`config.mk`:
```
export PLATFORM = sky130hd
export DESIGN_NAME = rfph_top
export DESIGN_NICKNAME = d
export VERILOG_FILES = /design/src/rfph_pkg.sv /design/src/rfph_fifo_if.sv /design/src/rfph_fifo.sv /design/src/rfph_top.sv
export SDC_FILE = /design/constraint.sdc
export NUM_CORES = 2
export LEC_CHECK = 0
export BUFFER_PORTS_ARGS = -buffer_cell sky130_fd_sc_hd__buf_2
export CAP_MARGIN = 20
export CORE_ASPECT_RATIO = 0.7
export CORE_MARGIN = 2
export CORE_UTILIZATION = 25
export DETAILED_ROUTE_END_ITERATION = 12
export GPL_ROUTABILITY_DRIVEN = 1
export GPL_TIMING_DRIVEN = 0
export PLACE_DENSITY = 0.38
export SYNTH_ARGS = -nofsm -noshare
export SYNTH_HDL_FRONTEND = slang
export SYNTH_SLANG_ARGS = --single-unit
export TNS_END_PERCENT = 10
```
`constraint.sdc`:
```
create_clock -name clock -period 5.5 [get_ports clock]
set_clock_uncertainty 0.1 [all_clocks]
set_input_delay 1.1 -clock clock [delete_from_list [all_inputs] [get_ports clock]]
set_output_delay 1.1 -clock clock [all_outputs]
set_load 0.02 [all_outputs]
```
`src/rfph_pkg.sv`:
```
// Shared constants and types for the radio buffer and packet handler
package rfph_pkg;
	localparam logic [6:0]  A_STATUS = 7'h03;
	localparam logic [6:0]  A_IRQEN  = 7'h05;
	localparam logic [6:0]  A_MODE   = 7'h07;
	localparam logic [6:0]  A_FUNC   = 7'h08;
	localparam logic [6:0]  A_DACC   = 7'h30;
	localparam logic [6:0]  A_HDR2   = 7'h33;
	localparam logic [6:0]  A_PRE    = 7'h34;
	localparam logic [6:0]  A_SYNC1  = 7'h36;
	localparam logic [6:0]  A_SYNC0  = 7'h37;
	localparam logic [6:0]  A_TXHD   = 7'h3D;
	localparam logic [6:0]  A_PKLEN  = 7'h3E;
	localparam logic [6:0]  A_CHHD   = 7'h42;
	localparam logic [6:0]  A_RXLEN  = 7'h4B;
	localparam logic [6:0]  A_MODCTL = 7'h70;
	localparam logic [6:0]  A_TXAF   = 7'h7C;
	localparam logic [6:0]  A_TXAE   = 7'h7D;
	localparam logic [6:0]  A_RXAF   = 7'h7E;
	localparam logic [6:0]  A_FIFO   = 7'h7F;
	localparam logic [7:0]  R_DACC   = 8'h8D;
	localparam logic [7:0]  R_HDR2   = 8'h22;
	localparam logic [7:0]  R_PRE    = 8'h08;
	localparam logic [7:0]  R_SYNC1  = 8'h2D;
	localparam logic [7:0]  R_SYNC0  = 8'hD4;
	localparam logic [5:0]  R_TXAF   = 6'h37;
	localparam logic [5:0]  R_TXAE   = 6'h04;
	localparam logic [5:0]  R_RXAF   = 6'h37;
	localparam int          B_XTON   = 0;
	localparam int          B_PLLON  = 1;
	localparam int          B_RXON   = 2;
	localparam int          B_TXON   = 3;
	localparam int          B_CLRTX  = 0;
	localparam int          B_CLRRX  = 1;
	localparam int          B_PKRX   = 7;
	localparam int          B_CRCD   = 5;
	localparam int          B_PKTX   = 3;
	localparam int          B_CRCEN  = 2;
	localparam int          B_FIXLEN = 3;
	localparam int          B_WHITE  = 0;
	localparam int          S_TXAF   = 6;
	localparam int          S_TXAE   = 5;
	localparam int          S_RXAF   = 4;
	localparam int          S_PKSENT = 2;
	localparam int          S_PKVAL  = 1;
	localparam int          S_CRCERR = 0;
	localparam int          BUF_DEPTH = 64;
	localparam int          BIT_DIV_DEF = 64;
	localparam logic [3:0]  PRE_MIN  = 4'h8;
	localparam logic [15:0] CRC_POLY = 16'h1021;
	localparam logic [15:0] CRC_INIT = 16'hFFFF;
	localparam logic [8:0]  PN9_SEED = 9'h1FF;
	typedef enum logic [2:0] {
		TX_IDLE = 3'b000, TX_PRE = 3'b001, TX_SYNC = 3'b010, TX_HDR = 3'b011,
		TX_LEN = 3'b100, TX_DATA = 3'b101, TX_CRC = 3'b110
	} rfph_tx_e;
	typedef enum logic [2:0] {
		RX_HUNT = 3'b000, RX_HDR = 3'b001, RX_LEN = 3'b010, RX_DATA = 3'b011, RX_CRC = 3'b100
	} rfph_rx_e;
endpackage

```
`src/rfph_fifo_if.sv`:
```
// Byte buffer handshake bundle
`timescale 1ns/1ps
`default_nettype none
interface rfph_fifo_if #(parameter int W = 8, parameter int LW = 7);
	logic [W-1:0]  wdata;
	logic          wvalid;
	logic          wready;
	logic [W-1:0]  rdata;
	logic          rvalid;
	logic          rready;
	logic          clear;
	logic [LW-1:0] level;
	modport fifo (input wdata, wvalid, rready, clear, output wready, rdata, rvalid, level);
	modport user (output wdata, wvalid, rready, clear, input wready, rdata, rvalid, level);
endinterface
`default_nettype wire

```
`src/rfph_fifo.sv`:
```
// Synchronous FIFO with valid/ready on both sides and a fill level
`timescale 1ns/1ps
`default_nettype none
module rfph_fifo #(
	parameter int W     = 8,
	parameter int DEPTH = 64
) (
	input wire logic clock,
	input wire logic rst_n,
	rfph_fifo_if.fifo f
);
	localparam int AW = $clog2(DEPTH);
	logic [W-1:0]  mem [DEPTH];
	logic [AW-1:0] wp;
	logic [AW-1:0] rp;
	logic [AW:0]   cnt;
	wire wr = f.wvalid & f.wready;
	wire rd = f.rvalid & f.rready;
	assign f.wready = cnt != (AW+1)'(DEPTH);
	assign f.rvalid = cnt != '0;
	assign f.rdata  = mem[rp];
	assign f.level  = cnt;
	always_ff @(posedge clock) begin
		if (wr)
			mem[wp] <= f.wdata;
	end
	// Clear beats a simultaneous push or pop
	always_ff @(posedge clock or negedge rst_n) begin
		if (!rst_n) begin
			wp  <= '0;
			rp  <= '0;
			cnt <= '0;
		end else if (f.clear) begin
			wp  <= '0;
			rp  <= '0;
			cnt <= '0;
		end else begin
			wp  <= wp + AW'(wr);
			rp  <= rp + AW'(rd);
			cnt <= cnt + (AW+1)'(wr) - (AW+1)'(rd);
		end
	end
endmodule // rfph_fifo
`default_nettype wire

```
`src/rfph_top.sv`:
```
// Radio data buffers, thresholds and packet handler behind the serial register port
//
// How it works
// - Two separate 64-byte buffers: one for transmit, one for receive.
// - Burst writes to the buffer port push bytes into the transmit buffer.
// - Burst reads from the buffer port pop receive bytes onto serial out.
// - Transmit fill passing the almost-full level raises an event.
// - Transmit fill dropping below almost-empty level while sending raises an event.
// - Transmit stops by itself after packet sent or when no data remains.
// - Automatic exit clears transmit-on; other mode bits stay.
// - With synthesizer-on also set, the device returns to tune.
// - With oscillator-on also set, it returns to ready, oscillator kept.
// - Receive fill passing almost-full level raises an event.
// - Separate clear bits empty the receive and transmit buffers.
// - Disabled events keep the interrupt pin idle but still set status.
// - Packet handling enabled separately for transmit and receive.
// - Preamble, sync, header, length and CRC added around payload.
// - Preamble alternates ones and zeros, starting with zero.
// - Fixed length sends at most that many bytes, then CRC if enabled, then idles, flags sent.
// - Raw receive still needs preamble and sync, then stores every bit.
// - Raw receive does no whitening, CRC or header check.
// - Packet receive takes fixed or variable length, header optional.
// - Transmitted header and length come from registers.
// - CRC covers payload alone or also length and header.
// - Whitening XORs payload with PN9 restarted per payload.
`timescale 1ns/1ps
`default_nettype none
module rfph_top #(
	parameter int BIT_DIV = rfph_pkg::BIT_DIV_DEF
) (
	input  wire logic clock,
	input  wire logic rst_n,
	input  wire logic spi_sclk,
	input  wire logic spi_nsel,
	input  wire logic spi_sdi,
	output logic      spi_sdo,
	output logic      spi_sdo_oe,
	input  wire logic rx_bit_in,
	output logic      tx_bit_out,
	output logic      tx_active,
	output logic      interrupt_pin_n
);
	import rfph_pkg::*;

	function automatic logic [15:0] crc_step(input logic [15:0] c, input logic b);
		return {c[14:0], 1'b0} ^ ((c[15] ^ b) ? CRC_POLY : 16'h0000);
	endfunction
	function automatic logic [8:0] pn_step(input logic [8:0] p);
		return {p[0] ^ p[5], p[8:1]};
	endfunction

	rfph_fifo_if txf ();
	rfph_fifo_if rxf ();
	rfph_fifo #(.DEPTH(BUF_DEPTH)) u_txbuf (.clock(clock), .rst_n(rst_n), .f(txf));
	rfph_fifo #(.DEPTH(BUF_DEPTH)) u_rxbuf (.clock(clock), .rst_n(rst_n), .f(rxf));

	logic [2:0] sck_s;
	logic [1:0] nsel_s;
	logic [1:0] sdi_s;
	logic [1:0] rxd_s;
	always_ff @(posedge clock or negedge rst_n) begin
		if (!rst_n) begin
			sck_s  <= 3'h0;
			nsel_s <= 2'h3;
			sdi_s  <= 2'h0;
			rxd_s  <= 2'h0;
		end else begin
			sck_s  <= {sck_s[1:0], spi_sclk};
			nsel_s <= {nsel_s[0], spi_nsel};
			sdi_s  <= {sdi_s[0], spi_sdi};
			rxd_s  <= {rxd_s[0], rx_bit_in};
		end
	end
	wire sck_rise = sck_s[1] & ~sck_s[2];
	wire sck_fall = ~sck_s[1] & sck_s[2];
	wire sel      = ~nsel_s[1];

	// Serial port: command byte (R/W, address) then data bytes, MSB first
	logic [2:0] bcnt;
	logic       cmd_done;
	logic       is_wr;
	logic       wr_stb;
	logic       rd_stb;
	logic [6:0] addr;
	logic [6:0] wr_addr;
	logic [7:0] sh;
	logic [7:0] so;
	logic [7:0] wr_data;
	logic [7:0] rd_val;
	wire [7:0] sh_in    = {sh[6:0], sdi_s[1]};
	wire       byte_end = sel & sck_rise & (bcnt == 3'h7);
	always_ff @(posedge clock or negedge rst_n) begin
		if (!rst_n) begin
			bcnt     <= 3'h0;
			cmd_done <= 1'b0;
			is_wr    <= 1'b0;
			wr_stb   <= 1'b0;
			rd_stb   <= 1'b0;
			addr     <= 7'h00;
			wr_addr  <= 7'h00;
			sh       <= 8'h00;
			wr_data  <= 8'h00;
		end else begin
			wr_stb <= 1'b0;
			rd_stb <= 1'b0;
			if (!sel) begin
				bcnt     <= 3'h0;
				cmd_done <= 1'b0;
			end else if (sck_rise) begin
				sh   <= sh_in;
				bcnt <= bcnt + 3'h1;
				if (bcnt == 3'h7 && !cmd_done) begin
					cmd_done <= 1'b1;
					is_wr    <= sh[6];
					addr     <= sh_in[6:0];
					rd_stb   <= ~sh[6];
				end else if (bcnt == 3'h7) begin
					wr_stb  <= is_wr;
					wr_addr <= addr;
					wr_data <= sh_in;
					rd_stb  <= ~is_wr;
					// Buffer port does not auto-increment, so bursts stream
					if (addr != A_FIFO)
						addr <= addr + 7'h01;
				end
			end
		end
	end
	// Pop only after a byte has fully left, so an aborted burst loses nothing
	assign rxf.rready = byte_end & cmd_done & ~is_wr & (addr == A_FIFO);
	assign txf.wvalid = wr_stb & (wr_addr == A_FIFO);
	assign txf.wdata  = wr_data;

	always_ff @(posedge clock or negedge rst_n) begin
		if (!rst_n) begin
			so         <= 8'h00;
			spi_sdo    <= 1'b0;
			spi_sdo_oe <= 1'b0;
		end else begin
			spi_sdo_oe <= sel;
			if (rd_stb) begin
				so <= rd_val;
			end else if (sel && sck_fall) begin
				spi_sdo <= so[7];
				so      <= {so[6:0], 1'b0};
			end
		end
	end

	logic [7:0] irq_en, mode, func, dacc, hdr2, pre, sync1, sync0;
	logic [7:0] txhd, pklen, chhd, modctl, rlen, status;
	logic [5:0] txaf, txae, rxaf;
	logic       clr_tx, clr_rx, tx_done;
	always_ff @(posedge clock or negedge rst_n) begin
		if (!rst_n) begin
			irq_en <= 8'h00;
			func   <= 8'h00;
			dacc   <= R_DACC;
			hdr2   <= R_HDR2;
			pre    <= R_PRE;
			sync1  <= R_SYNC1;
			sync0  <= R_SYNC0;
			txhd   <= 8'h00;
			pklen  <= 8'h00;
			chhd   <= 8'h00;
			modctl <= 8'h00;
			txaf   <= R_TXAF;
			txae   <= R_TXAE;
			rxaf   <= R_RXAF;
		end else if (wr_stb) begin
			case (wr_addr)
				A_IRQEN:  irq_en <= wr_data;
				A_FUNC:   func   <= {wr_data[7:2], 2'b00};
				A_DACC:   dacc   <= wr_data;
				A_HDR2:   hdr2   <= wr_data;
				A_PRE:    pre    <= wr_data;
				A_SYNC1:  sync1  <= wr_data;
				A_SYNC0:  sync0  <= wr_data;
				A_TXHD:   txhd   <= wr_data;
				A_PKLEN:  pklen  <= wr_data;
				A_CHHD:   chhd   <= wr_data;
				A_MODCTL: modctl <= wr_data;
				A_TXAF:   txaf   <= wr_data[5:0];
				A_TXAE:   txae   <= wr_data[5:0];
				A_RXAF:   rxaf   <= wr_data[5:0];
				default:  ;
			endcase
		end
	end

	// Clear bits act once per write and read back as zero
	always_ff @(posedge clock or negedge rst_n) begin
		if (!rst_n) begin
			clr_tx <= 1'b0;
			clr_rx <= 1'b0;
		end else begin
			clr_tx <= wr_stb & (wr_addr == A_FUNC) & wr_data[B_CLRTX];
			clr_rx <= wr_stb & (wr_addr == A_FUNC) & wr_data[B_CLRRX];
		end
	end
	assign txf.clear = clr_tx;
	assign rxf.clear = clr_rx;

	// Only transmit-on drops at the end; oscillator and synthesizer bits pick the landing mode
	always_ff @(posedge clock or negedge rst_n) begin
		if (!rst_n)
			mode <= 8'h00;
		else if (wr_stb && wr_addr == A_MODE)
			mode <= wr_data;
		else if (tx_done)
			mode[B_TXON] <= 1'b0;
	end

	always_comb begin
		unique case (addr)
			A_STATUS: rd_val = status;
			A_IRQEN:  rd_val = irq_en;
			A_MODE:   rd_val = mode;
			A_FUNC:   rd_val = func;
			A_DACC:   rd_val = dacc;
			A_HDR2:   rd_val = hdr2;
			A_PRE:    rd_val = pre;
			A_SYNC1:  rd_val = sync1;
			A_SYNC0:  rd_val = sync0;
			A_TXHD:   rd_val = txhd;
			A_PKLEN:  rd_val = pklen;
			A_CHHD:   rd_val = chhd;
			A_RXLEN:  rd_val = rlen;
			A_MODCTL: rd_val = modctl;
			A_TXAF:   rd_val = {2'b00, txaf};
			A_TXAE:   rd_val = {2'b00, txae};
			A_RXAF:   rd_val = {2'b00, rxaf};
			A_FIFO:   rd_val = rxf.rdata;
			default:  rd_val = 8'h00;
		endcase
	end

	logic [15:0] div;
	wire bit_en = div == 16'(BIT_DIV - 1);
	always_ff @(posedge clock or negedge rst_n) begin
		if (!rst_n)
			div <= 16'h0000;
		else
			div <= bit_en ? 16'h0000 : div + 16'h0001;
	end

	// Transmit framer
	rfph_tx_e    st, nx_st;
	logic [7:0]  sh_t, nx_sh, dcnt;
	logic [2:0]  bc;
	logic [10:0] cnt;
	logic [15:0] crc;
	logic [8:0]  pn;
	logic        pop, done;
	wire pkt_tx  = dacc[B_PKTX];
	wire hdr_on  = hdr2[6:4] != 3'b000;
	wire fix     = hdr2[B_FIXLEN];
	wire white   = modctl[B_WHITE];
	wire tbit    = (st == TX_PRE) ? cnt[0] : sh_t[7] ^ (st == TX_DATA & pkt_tx & white & pn[0]);
	wire crc_on  = pkt_tx & dacc[B_CRCEN] &
		(st == TX_DATA | ((st == TX_HDR | st == TX_LEN) & ~dacc[B_CRCD]));
	wire [15:0] crc_nx = crc_step(crc, sh_t[7]);
	wire more    = txf.rvalid & (~pkt_tx | dcnt < pklen);
	always_comb begin
		nx_st = st;
		nx_sh = 8'h00;
		pop   = 1'b0;
		done  = 1'b0;
		unique case (st)
			TX_IDLE, TX_PRE: nx_st = st;
			TX_SYNC: begin
				if (!cnt[0])
					nx_sh = sync0;
				else if (pkt_tx && hdr_on) begin
					nx_st = TX_HDR;
					nx_sh = txhd;
				end else if (pkt_tx && !fix) begin
					nx_st = TX_LEN;
					nx_sh = pklen;
				end else
					nx_st = TX_DATA;
			end
			TX_HDR: begin
				nx_st = fix ? TX_DATA : TX_LEN;
				nx_sh = pklen;
			end
			TX_LEN, TX_DATA: nx_st = TX_DATA;
			TX_CRC: begin
				nx_sh = crc[7:0];
				done  = cnt[0];
			end
			default: nx_st = TX_IDLE;
		endcase
		if (nx_st == TX_DATA) begin
			if (more) begin
				nx_sh = txf.rdata;
				pop   = 1'b1;
			end else if (pkt_tx && dacc[B_CRCEN]) begin
				nx_st = TX_CRC;
				nx_sh = crc_nx[15:8];
			end else
				done = 1'b1;
		end
		if (done)
			nx_st = TX_IDLE;
	end
	wire byte_t = bit_en & (st != TX_IDLE) & (st != TX_PRE) & (bc == 3'h7);
	assign txf.rready = byte_t & pop;

	always_ff @(posedge clock or negedge rst_n) begin
		if (!rst_n) begin
			st         <= TX_IDLE;
			sh_t       <= 8'h00;
			bc         <= 3'h0;
			cnt        <= 11'h000;
			dcnt       <= 8'h00;
			crc        <= CRC_INIT;
			pn         <= PN9_SEED;
			tx_bit_out <= 1'b0;
			tx_done    <= 1'b0;
		end else begin
			tx_done <= 1'b0;
			if (st == TX_IDLE) begin
				if (mode[B_TXON] && !tx_done) begin
					st   <= TX_PRE;
					cnt  <= 11'h000;
					bc   <= 3'h0;
					dcnt <= 8'h00;
					crc  <= CRC_INIT;
					pn   <= PN9_SEED;
				end
			end else if (bit_en) begin
				tx_bit_out <= tbit;
				if (st == TX_PRE) begin
					// Preamble length counts nibbles
					if (cnt == {1'b0, pre, 2'b00} - 11'h001) begin
						st   <= TX_SYNC;
						sh_t <= sync1;
						cnt  <= 11'h000;
					end else
						cnt <= cnt + 11'h001;
				end else begin
					if (crc_on)
						crc <= crc_nx;
					if (st == TX_DATA)
						pn <= pn_step(pn);
					if (bc == 3'h7) begin
						st      <= nx_st;
						sh_t    <= nx_sh;
						cnt     <= (nx_st == st) ? cnt + 11'h001 : 11'h000;
						dcnt    <= dcnt + {7'h00, pop};
						tx_done <= done;
					end else
						sh_t <= {sh_t[6:0], 1'b0};
					bc <= bc + 3'h1;
				end
			end
		end
	end

	// Receive path
	rfph_rx_e    rs;
	logic [15:0] rsr, rcrc;
	logic [7:0]  rsh, rcnt;
	logic [2:0]  rbc;
	logic [3:0]  pre_cnt;
	logic [8:0]  rpn;
	logic        pre_seen, hdr_ok;
	wire pkt_rx  = dacc[B_PKRX];
	wire rbit    = rxd_s[1];
	wire rb      = rbit ^ (rs == RX_DATA & pkt_rx & white & rpn[0]);
	wire [7:0] rbyte = {rsh[6:0], rb};
	wire rcrc_on = pkt_rx & dacc[B_CRCEN] & (rs == RX_DATA | rs == RX_CRC |
		((rs == RX_HDR | rs == RX_LEN) & ~dacc[B_CRCD]));
	wire [15:0] rcrc_nx = crc_step(rcrc, rb);
	wire rx_last = (rcnt + 8'h01) == rlen;
	wire rx_step = bit_en & mode[B_RXON] & (rs != RX_HUNT) & (rbc == 3'h7);
	wire rx_end  = rx_step & ((rs == RX_DATA & pkt_rx & rx_last & ~dacc[B_CRCEN]) | (rs == RX_CRC & rcnt[0]));
	wire crc_ok  = (rs != RX_CRC) | (rcrc_nx == 16'h0000);
	assign rxf.wvalid = rx_step & (rs == RX_DATA);
	assign rxf.wdata  = rbyte;

	always_ff @(posedge clock or negedge rst_n) begin
		if (!rst_n) begin
			rs <= RX_HUNT;
			rsr <= 16'h0000;
			rsh <= 8'h00;
			rcnt <= 8'h00;
			rbc <= 3'h0;
			rlen <= 8'h00;
			pre_cnt <= 4'h0;
			pre_seen <= 1'b0;
			hdr_ok <= 1'b0;
			rcrc <= CRC_INIT;
			rpn <= PN9_SEED;
		end else if (!mode[B_RXON]) begin
			rs <= RX_HUNT;
			pre_cnt <= 4'h0;
			pre_seen <= 1'b0;
		end else if (bit_en) begin
			rsr <= {rsr[14:0], rbit};
			if (rs == RX_HUNT) begin
				pre_cnt  <= (rbit == rsr[0]) ? 4'h0 : (pre_cnt == PRE_MIN) ? pre_cnt : pre_cnt + 4'h1;
				pre_seen <= pre_seen | (pre_cnt == PRE_MIN);
				if (pre_seen && {rsr[14:0], rbit} == {sync1, sync0}) begin
					rs <= !pkt_rx ? RX_DATA : hdr_on ? RX_HDR : fix ? RX_DATA : RX_LEN;
					rbc <= 3'h0;
					rcnt <= 8'h00;
					rlen <= pklen;
					hdr_ok <= 1'b1;
					pre_seen <= 1'b0;
					rcrc <= CRC_INIT;
					rpn <= PN9_SEED;
				end
			end else begin
				rsh <= rbyte;
				rbc <= rbc + 3'h1;
				if (rcrc_on)
					rcrc <= rcrc_nx;
				if (rs == RX_DATA)
					rpn <= pn_step(rpn);
				if (rbc == 3'h7) begin
					unique case (rs)
						RX_HDR: begin
							hdr_ok <= rbyte == chhd;
							rs <= fix ? RX_DATA : RX_LEN;
						end
						RX_LEN: begin
							rlen <= rbyte;
							rs <= RX_DATA;
						end
						RX_DATA: begin
							rcnt <= rx_last ? 8'h00 : rcnt + 8'h01;
							if (pkt_rx && rx_last)
								rs <= dacc[B_CRCEN] ? RX_CRC : RX_HUNT;
						end
						RX_CRC: begin
							rcnt <= rcnt + 8'h01;
							if (rcnt[0])
								rs <= RX_HUNT;
						end
						default: rs <= RX_HUNT;
					endcase
				end
			end
		end
	end

	// Threshold events and sticky status
	logic [2:0] hit_q;
	logic [7:0] ev;
	wire txaf_hit = txf.level > {1'b0, txaf};
	wire txae_hit = (txf.level < {1'b0, txae}) & (st != TX_IDLE);
	wire rxaf_hit = rxf.level > {1'b0, rxaf};
	always_comb begin
		ev           = 8'h00;
		ev[S_TXAF]   = txaf_hit & ~hit_q[0];
		ev[S_TXAE]   = txae_hit & ~hit_q[1];
		ev[S_RXAF]   = rxaf_hit & ~hit_q[2];
		ev[S_PKSENT] = tx_done;
		ev[S_PKVAL]  = rx_end & hdr_ok & crc_ok;
		ev[S_CRCERR] = rx_end & ~crc_ok;
	end
	always_ff @(posedge clock or negedge rst_n) begin
		if (!rst_n) begin
			hit_q  <= 3'h0;
			status <= 8'h00;
		end else begin
			hit_q  <= {rxaf_hit, txae_hit, txaf_hit};
			// A new event in the read cycle survives the clear
			status <= (status & ~{8{rd_stb & (addr == A_STATUS)}}) | ev;
		end
	end
	always_ff @(posedge clock or negedge rst_n) begin
		if (!rst_n) begin
			interrupt_pin_n <= 1'b1;
			tx_active       <= 1'b0;
		end else begin
			interrupt_pin_n <= ~|(status & irq_en);
			tx_active       <= st != TX_IDLE;
		end
	end
endmodule // rfph_top
`default_nettype wire

```
==> metrics.md <==
| Metric | Value |
|---|---|
| Fill cell total of the finished layout | `23,600` |
| Number of distinct standard cells referenced by the synthesized netlist | `93` |
| Fraction of post-synthesis cell area in the top cell type by area | `51.9%` |
| CTS tree | `done` |
| Share of the clock period used by the worst path after layout | `86.6%` |
| Routed WL | `198,000 µm` |
| Synthesis-stage register bit count | `1,395` |
| Cell total after placement | `7,113` |
| Number of DRC markers after the initial detailed-route iteration | `4,003` |
| Number of cells on the worst reg-to-reg path | `15` |
| Synth Cell Area | `59,300 µm²` |
| Maximum clock insertion buffer count | `4` |
| Most frequent standard cell in the layout excluding fill and tap cells | `sky130_fd_sc_hd__edfxtp_1` |
| Synthesized Nets | `3,952` |
| Worst-path fanout max | `10` |
| Tightest Hold Check Type | `input pin to async pin` |
| Routed vias | `35,800` |
| Clock latency reported for the late side of the worst-skew pair | `about 0.84 ns` |
| Maximum vdd ir drop | `0.000202 V` |
| Worst setup EP type | `flop` |
| Via count of the first global-routing pass | `34,900` |
| CTS-repair resized insts | `0` |
| Die footprint | `241,000 µm²` |
| Number of placement rows | `approximately 150` |
| Top area cells in the synthesized netlist | `sky130_fd_sc_hd__edfxtp_1 52%, sky130_fd_sc_hd__dfrtp_1 12%, sky130_fd_sc_hd__mux4_2 7.3%` |
| Hold slack | `0.201 ns` |
| Starting density of the core | `25.2%` |
| First-pass GRT wire length | `280,000 µm` |
| Combined global-route utilization of all metal layers | `roughly 16%` |
| Worst Max-Slew Pin Slew | `~1.1 ns` |
| Shortest period the worst path allows | `4.76 ns` |
| Top FF cell, synth | `sky130_fd_sc_hd__edfxtp_1` |
| Commonest cells after routing, fill and taps aside | `1,024 x sky130_fd_sc_hd__edfxtp_1, 323 x sky130_fd_sc_hd__nor2_1, 277 x sky130_fd_sc_hd__dfrtp_1, 219 x sky130_fd_sc_hd__nand2_1, 191 x sky130_fd_sc_hd__mux4_2` |
| Detailed-route DRC error count | `0` |
| Die extent in y | `between 400 and 500 µm` |
| Status | `finished, final reports clean` |
| Arithmetic-cell share of the synthesized area counting full adders, half adders and majority gates | `1.52%` |
| Pin count of the biggest net entering global routing | `106` |
| Area fraction in compound gates after synthesis | `approximately 7%` |
| Number of flops mapped to enable cells by yosys | `1,024` |
| Highest clock rate | `around 210 MHz` |
| Deepest level of the CTS H-tree | `4` |
| Xor/xnor cell area share of the yosys netlist | `1.43%` |
| Leakage power of the design | `0.0227 µW` |
| Root buffer selected by CTS | `sky130_fd_sc_hd__clkbuf_16` |
| Async set-reset flop share out of synthesis | `26.6%` |
| Buffer count from post-CTS setup fixing | `0` |
| Final non-filler cell total | `7,407` |
| Final number of max-transition violations | `0` |
| Setup_tns | `0 ns` |
| Share of the yosys chip area belonging to registers | `67.7%` |
| HPWL after detailed placement | `between 100,000 and 150,000 µm` |
| Standard cell core area | `between 200,000 and 250,000 µm²` |
| Mapped Avg Cell Area | `15.3 µm²` |
| Fraction of synthesized area in multiplexers | `12.7%` |
| Critical path start-end classification | `flop to flop` |
| Number of I/O port buffers | `10` |
| Critical path launch point type | `flop` |
| Setup repair after global routing missed its margin | `no` |
| Number of nets still failing antenna checks after routing | `0` |
| Detail-routed net length per standard cell | `~27 µm` |
| Share of the core filled with cells | `29.4%` |
| Number of setup violations in the final report | `0` |
| Via count normalized by instance count | `just under 5` |
| Initial antenna violation count | `7` |
| Number of sinks driven by the clock tree | `1,395` |
| Share of synthesized cell area in and, or, nand and nor gates | `7.27%` |
| CTS buffer count | `160` |
| Count of maximum capacitance violations | `0` |
| Number of nets in the layout | `about 4,200` |
| Final weighted congestion in routability-driven placement | `0.839` |
| First-pass iteration count of the detailed router | `6` |
| Power Density | `between 300 and 400 nW/µm²` |
| Share of final-layout standard cells stronger than drive strength 1 | `between 10% and 20%` |
| Overall overflow remaining after global route | `0` |
| Yosys top cell by area | `sky130_fd_sc_hd__edfxtp_1` |
| Count of endpoints failing hold in the final timing report | `0` |
| Arrival time at the worst endpoint | `about 5.4 ns` |
| Hold bufs inserted after CTS | `0` |
| Top-Level Pins | `11` |
| Ys Warns | `0` |
| Tightest slew margin relative to the limit | `23.7%` |
| Die Span X | `between 500 and 600 µm` |
| Clock edge transition at the registers on the reported setup and hold paths | `0.06 ns` |
| Required time of the critical path | `a little over 6 ns` |
| Post-synthesis instance total | `3,876` |
| Dominant combinational cell family by area after synthesis | `multiplexers` |
| Layout area overhead | `17.0%` |
-- final cells by class --
class	count	area [µm²]	area share, %
Multi-Input combinational cell	2188	17900	25.9
Clock buffer	208	4350	6.27
Clock inverter	72	718	1.04
Timing Repair Buffer	75	938	1.35
Sequential cell	1395	40200	57.9
Tap cell	3171	3970	5.72
Antenna cell	5	12.5	0.0180
Inverter	89	334	0.482
Buffer	204	947	1.37
-- cells in the mapped netlist, drive strengths merged, types with 61 or more instances --
| library cell | number |
|---|---|
| a21oi | 118 |
| buf | 85 |
| clkbuf | 119 |
| dfrtp | 292 |
| dfstp | 79 |
| edfxtp | 1024 |
| ha | 68 |
| inv | 89 |
| mux2 | 122 |
| mux2i | 187 |
| mux4 | 191 |
| nand2 | 224 |
| nand3 | 81 |
| nor2 | 326 |
| o21ai | 135 |
| o221ai | 61 |
-- sequential cells by signal (all words and copies together), names as in the netlist, 9 cells and up --
signal / flops
rcrc: 16
rpn: 9
pn: 9
cnt: 11
u_rxbuf.mem: 512
u_txbuf.mem: 512
rsr: 15
crc: 16
div: 16
-- through the flow --
step                      setup slack [ns]  total power [µW]  instance area [µm²]
after floorplan                       1.51             11500                59300
after global placement               -5.48             11600                63300
after detailed placement             0.175             11700                64200
after CTS                            0.118             22400                69300
after global routing                 0.272             22800                69400
final                                0.737             22100                69400
-- per-layer routing --
metal | global-route usage [%] | wire [µm] | up-vias
met4 | 3.23 | 3490 | 0
li1 | - | - | 15500
met1 | 27.6 | 109000 | 19100
met2 | 20.8 | 75100 | 974
met3 | 2.51 | 10500 | 221
met5 | 0 | 0 | -
-- logic make-up (layout without fill, tap and decap cells) --
group / after synthesis / count (layout)
adders and majority gates: 71 / 71
muxes: 500 / 500
xor gates and xnor gates: 97 / 97
buffers and inverters: 293 / 648
DFF: 1395 / 1395
and+or+nand+nor: 905 / 905
AOI/OAI and AO/OA: 615 / 615
other: 0 / 5
-- critical path, stage by stage (launching register included) --
cell                        delay [ns]
sky130_fd_sc_hd__dfstp_2          0.36
sky130_fd_sc_hd__clkbuf_1         0.28
sky130_fd_sc_hd__nor2_2           0.50
sky130_fd_sc_hd__nand3_1          0.50
sky130_fd_sc_hd__clkbuf_1         0.41
sky130_fd_sc_hd__a2111oi_1        0.62
sky130_fd_sc_hd__ha_1             0.20
sky130_fd_sc_hd__inv_1            0.04
sky130_fd_sc_hd__ha_1             0.22
sky130_fd_sc_hd__fa_1             0.44
sky130_fd_sc_hd__a21oi_1          0.19
sky130_fd_sc_hd__o21bai_1         0.12
sky130_fd_sc_hd__a21oi_1          0.16
sky130_fd_sc_hd__nor2_1           0.07
sky130_fd_sc_hd__or3_1            0.34
sky130_fd_sc_hd__a21oi_1          0.14
-- where the power goes --
part           internal, µW  switching (µW)
clock network          6260            4410
registers             11200            42.6
logic                  48.9             109
-- path summary, 6_finish.rpt --
| path | slack (ns) | end | from |
|---|---|---|---|
| min in group clock | 0.25 | sdi_s[1] | sdi_s[0] |
| min | 0.20 | u_rxbuf.wp[2] | rst_n |
| max in group asynchronous | 3.89 | txf.wdata[4] | rst_n |
| min reg2reg | 0.25 | sdi_s[1] | sdi_s[0] |
| max | 0.74 | u_rxbuf.f.level[6] | nsel_s[1] |
| max reg2reg | 0.74 | u_rxbuf.f.level[6] | nsel_s[1] |
Note: power is estimated with default switching activity, not from simulation.
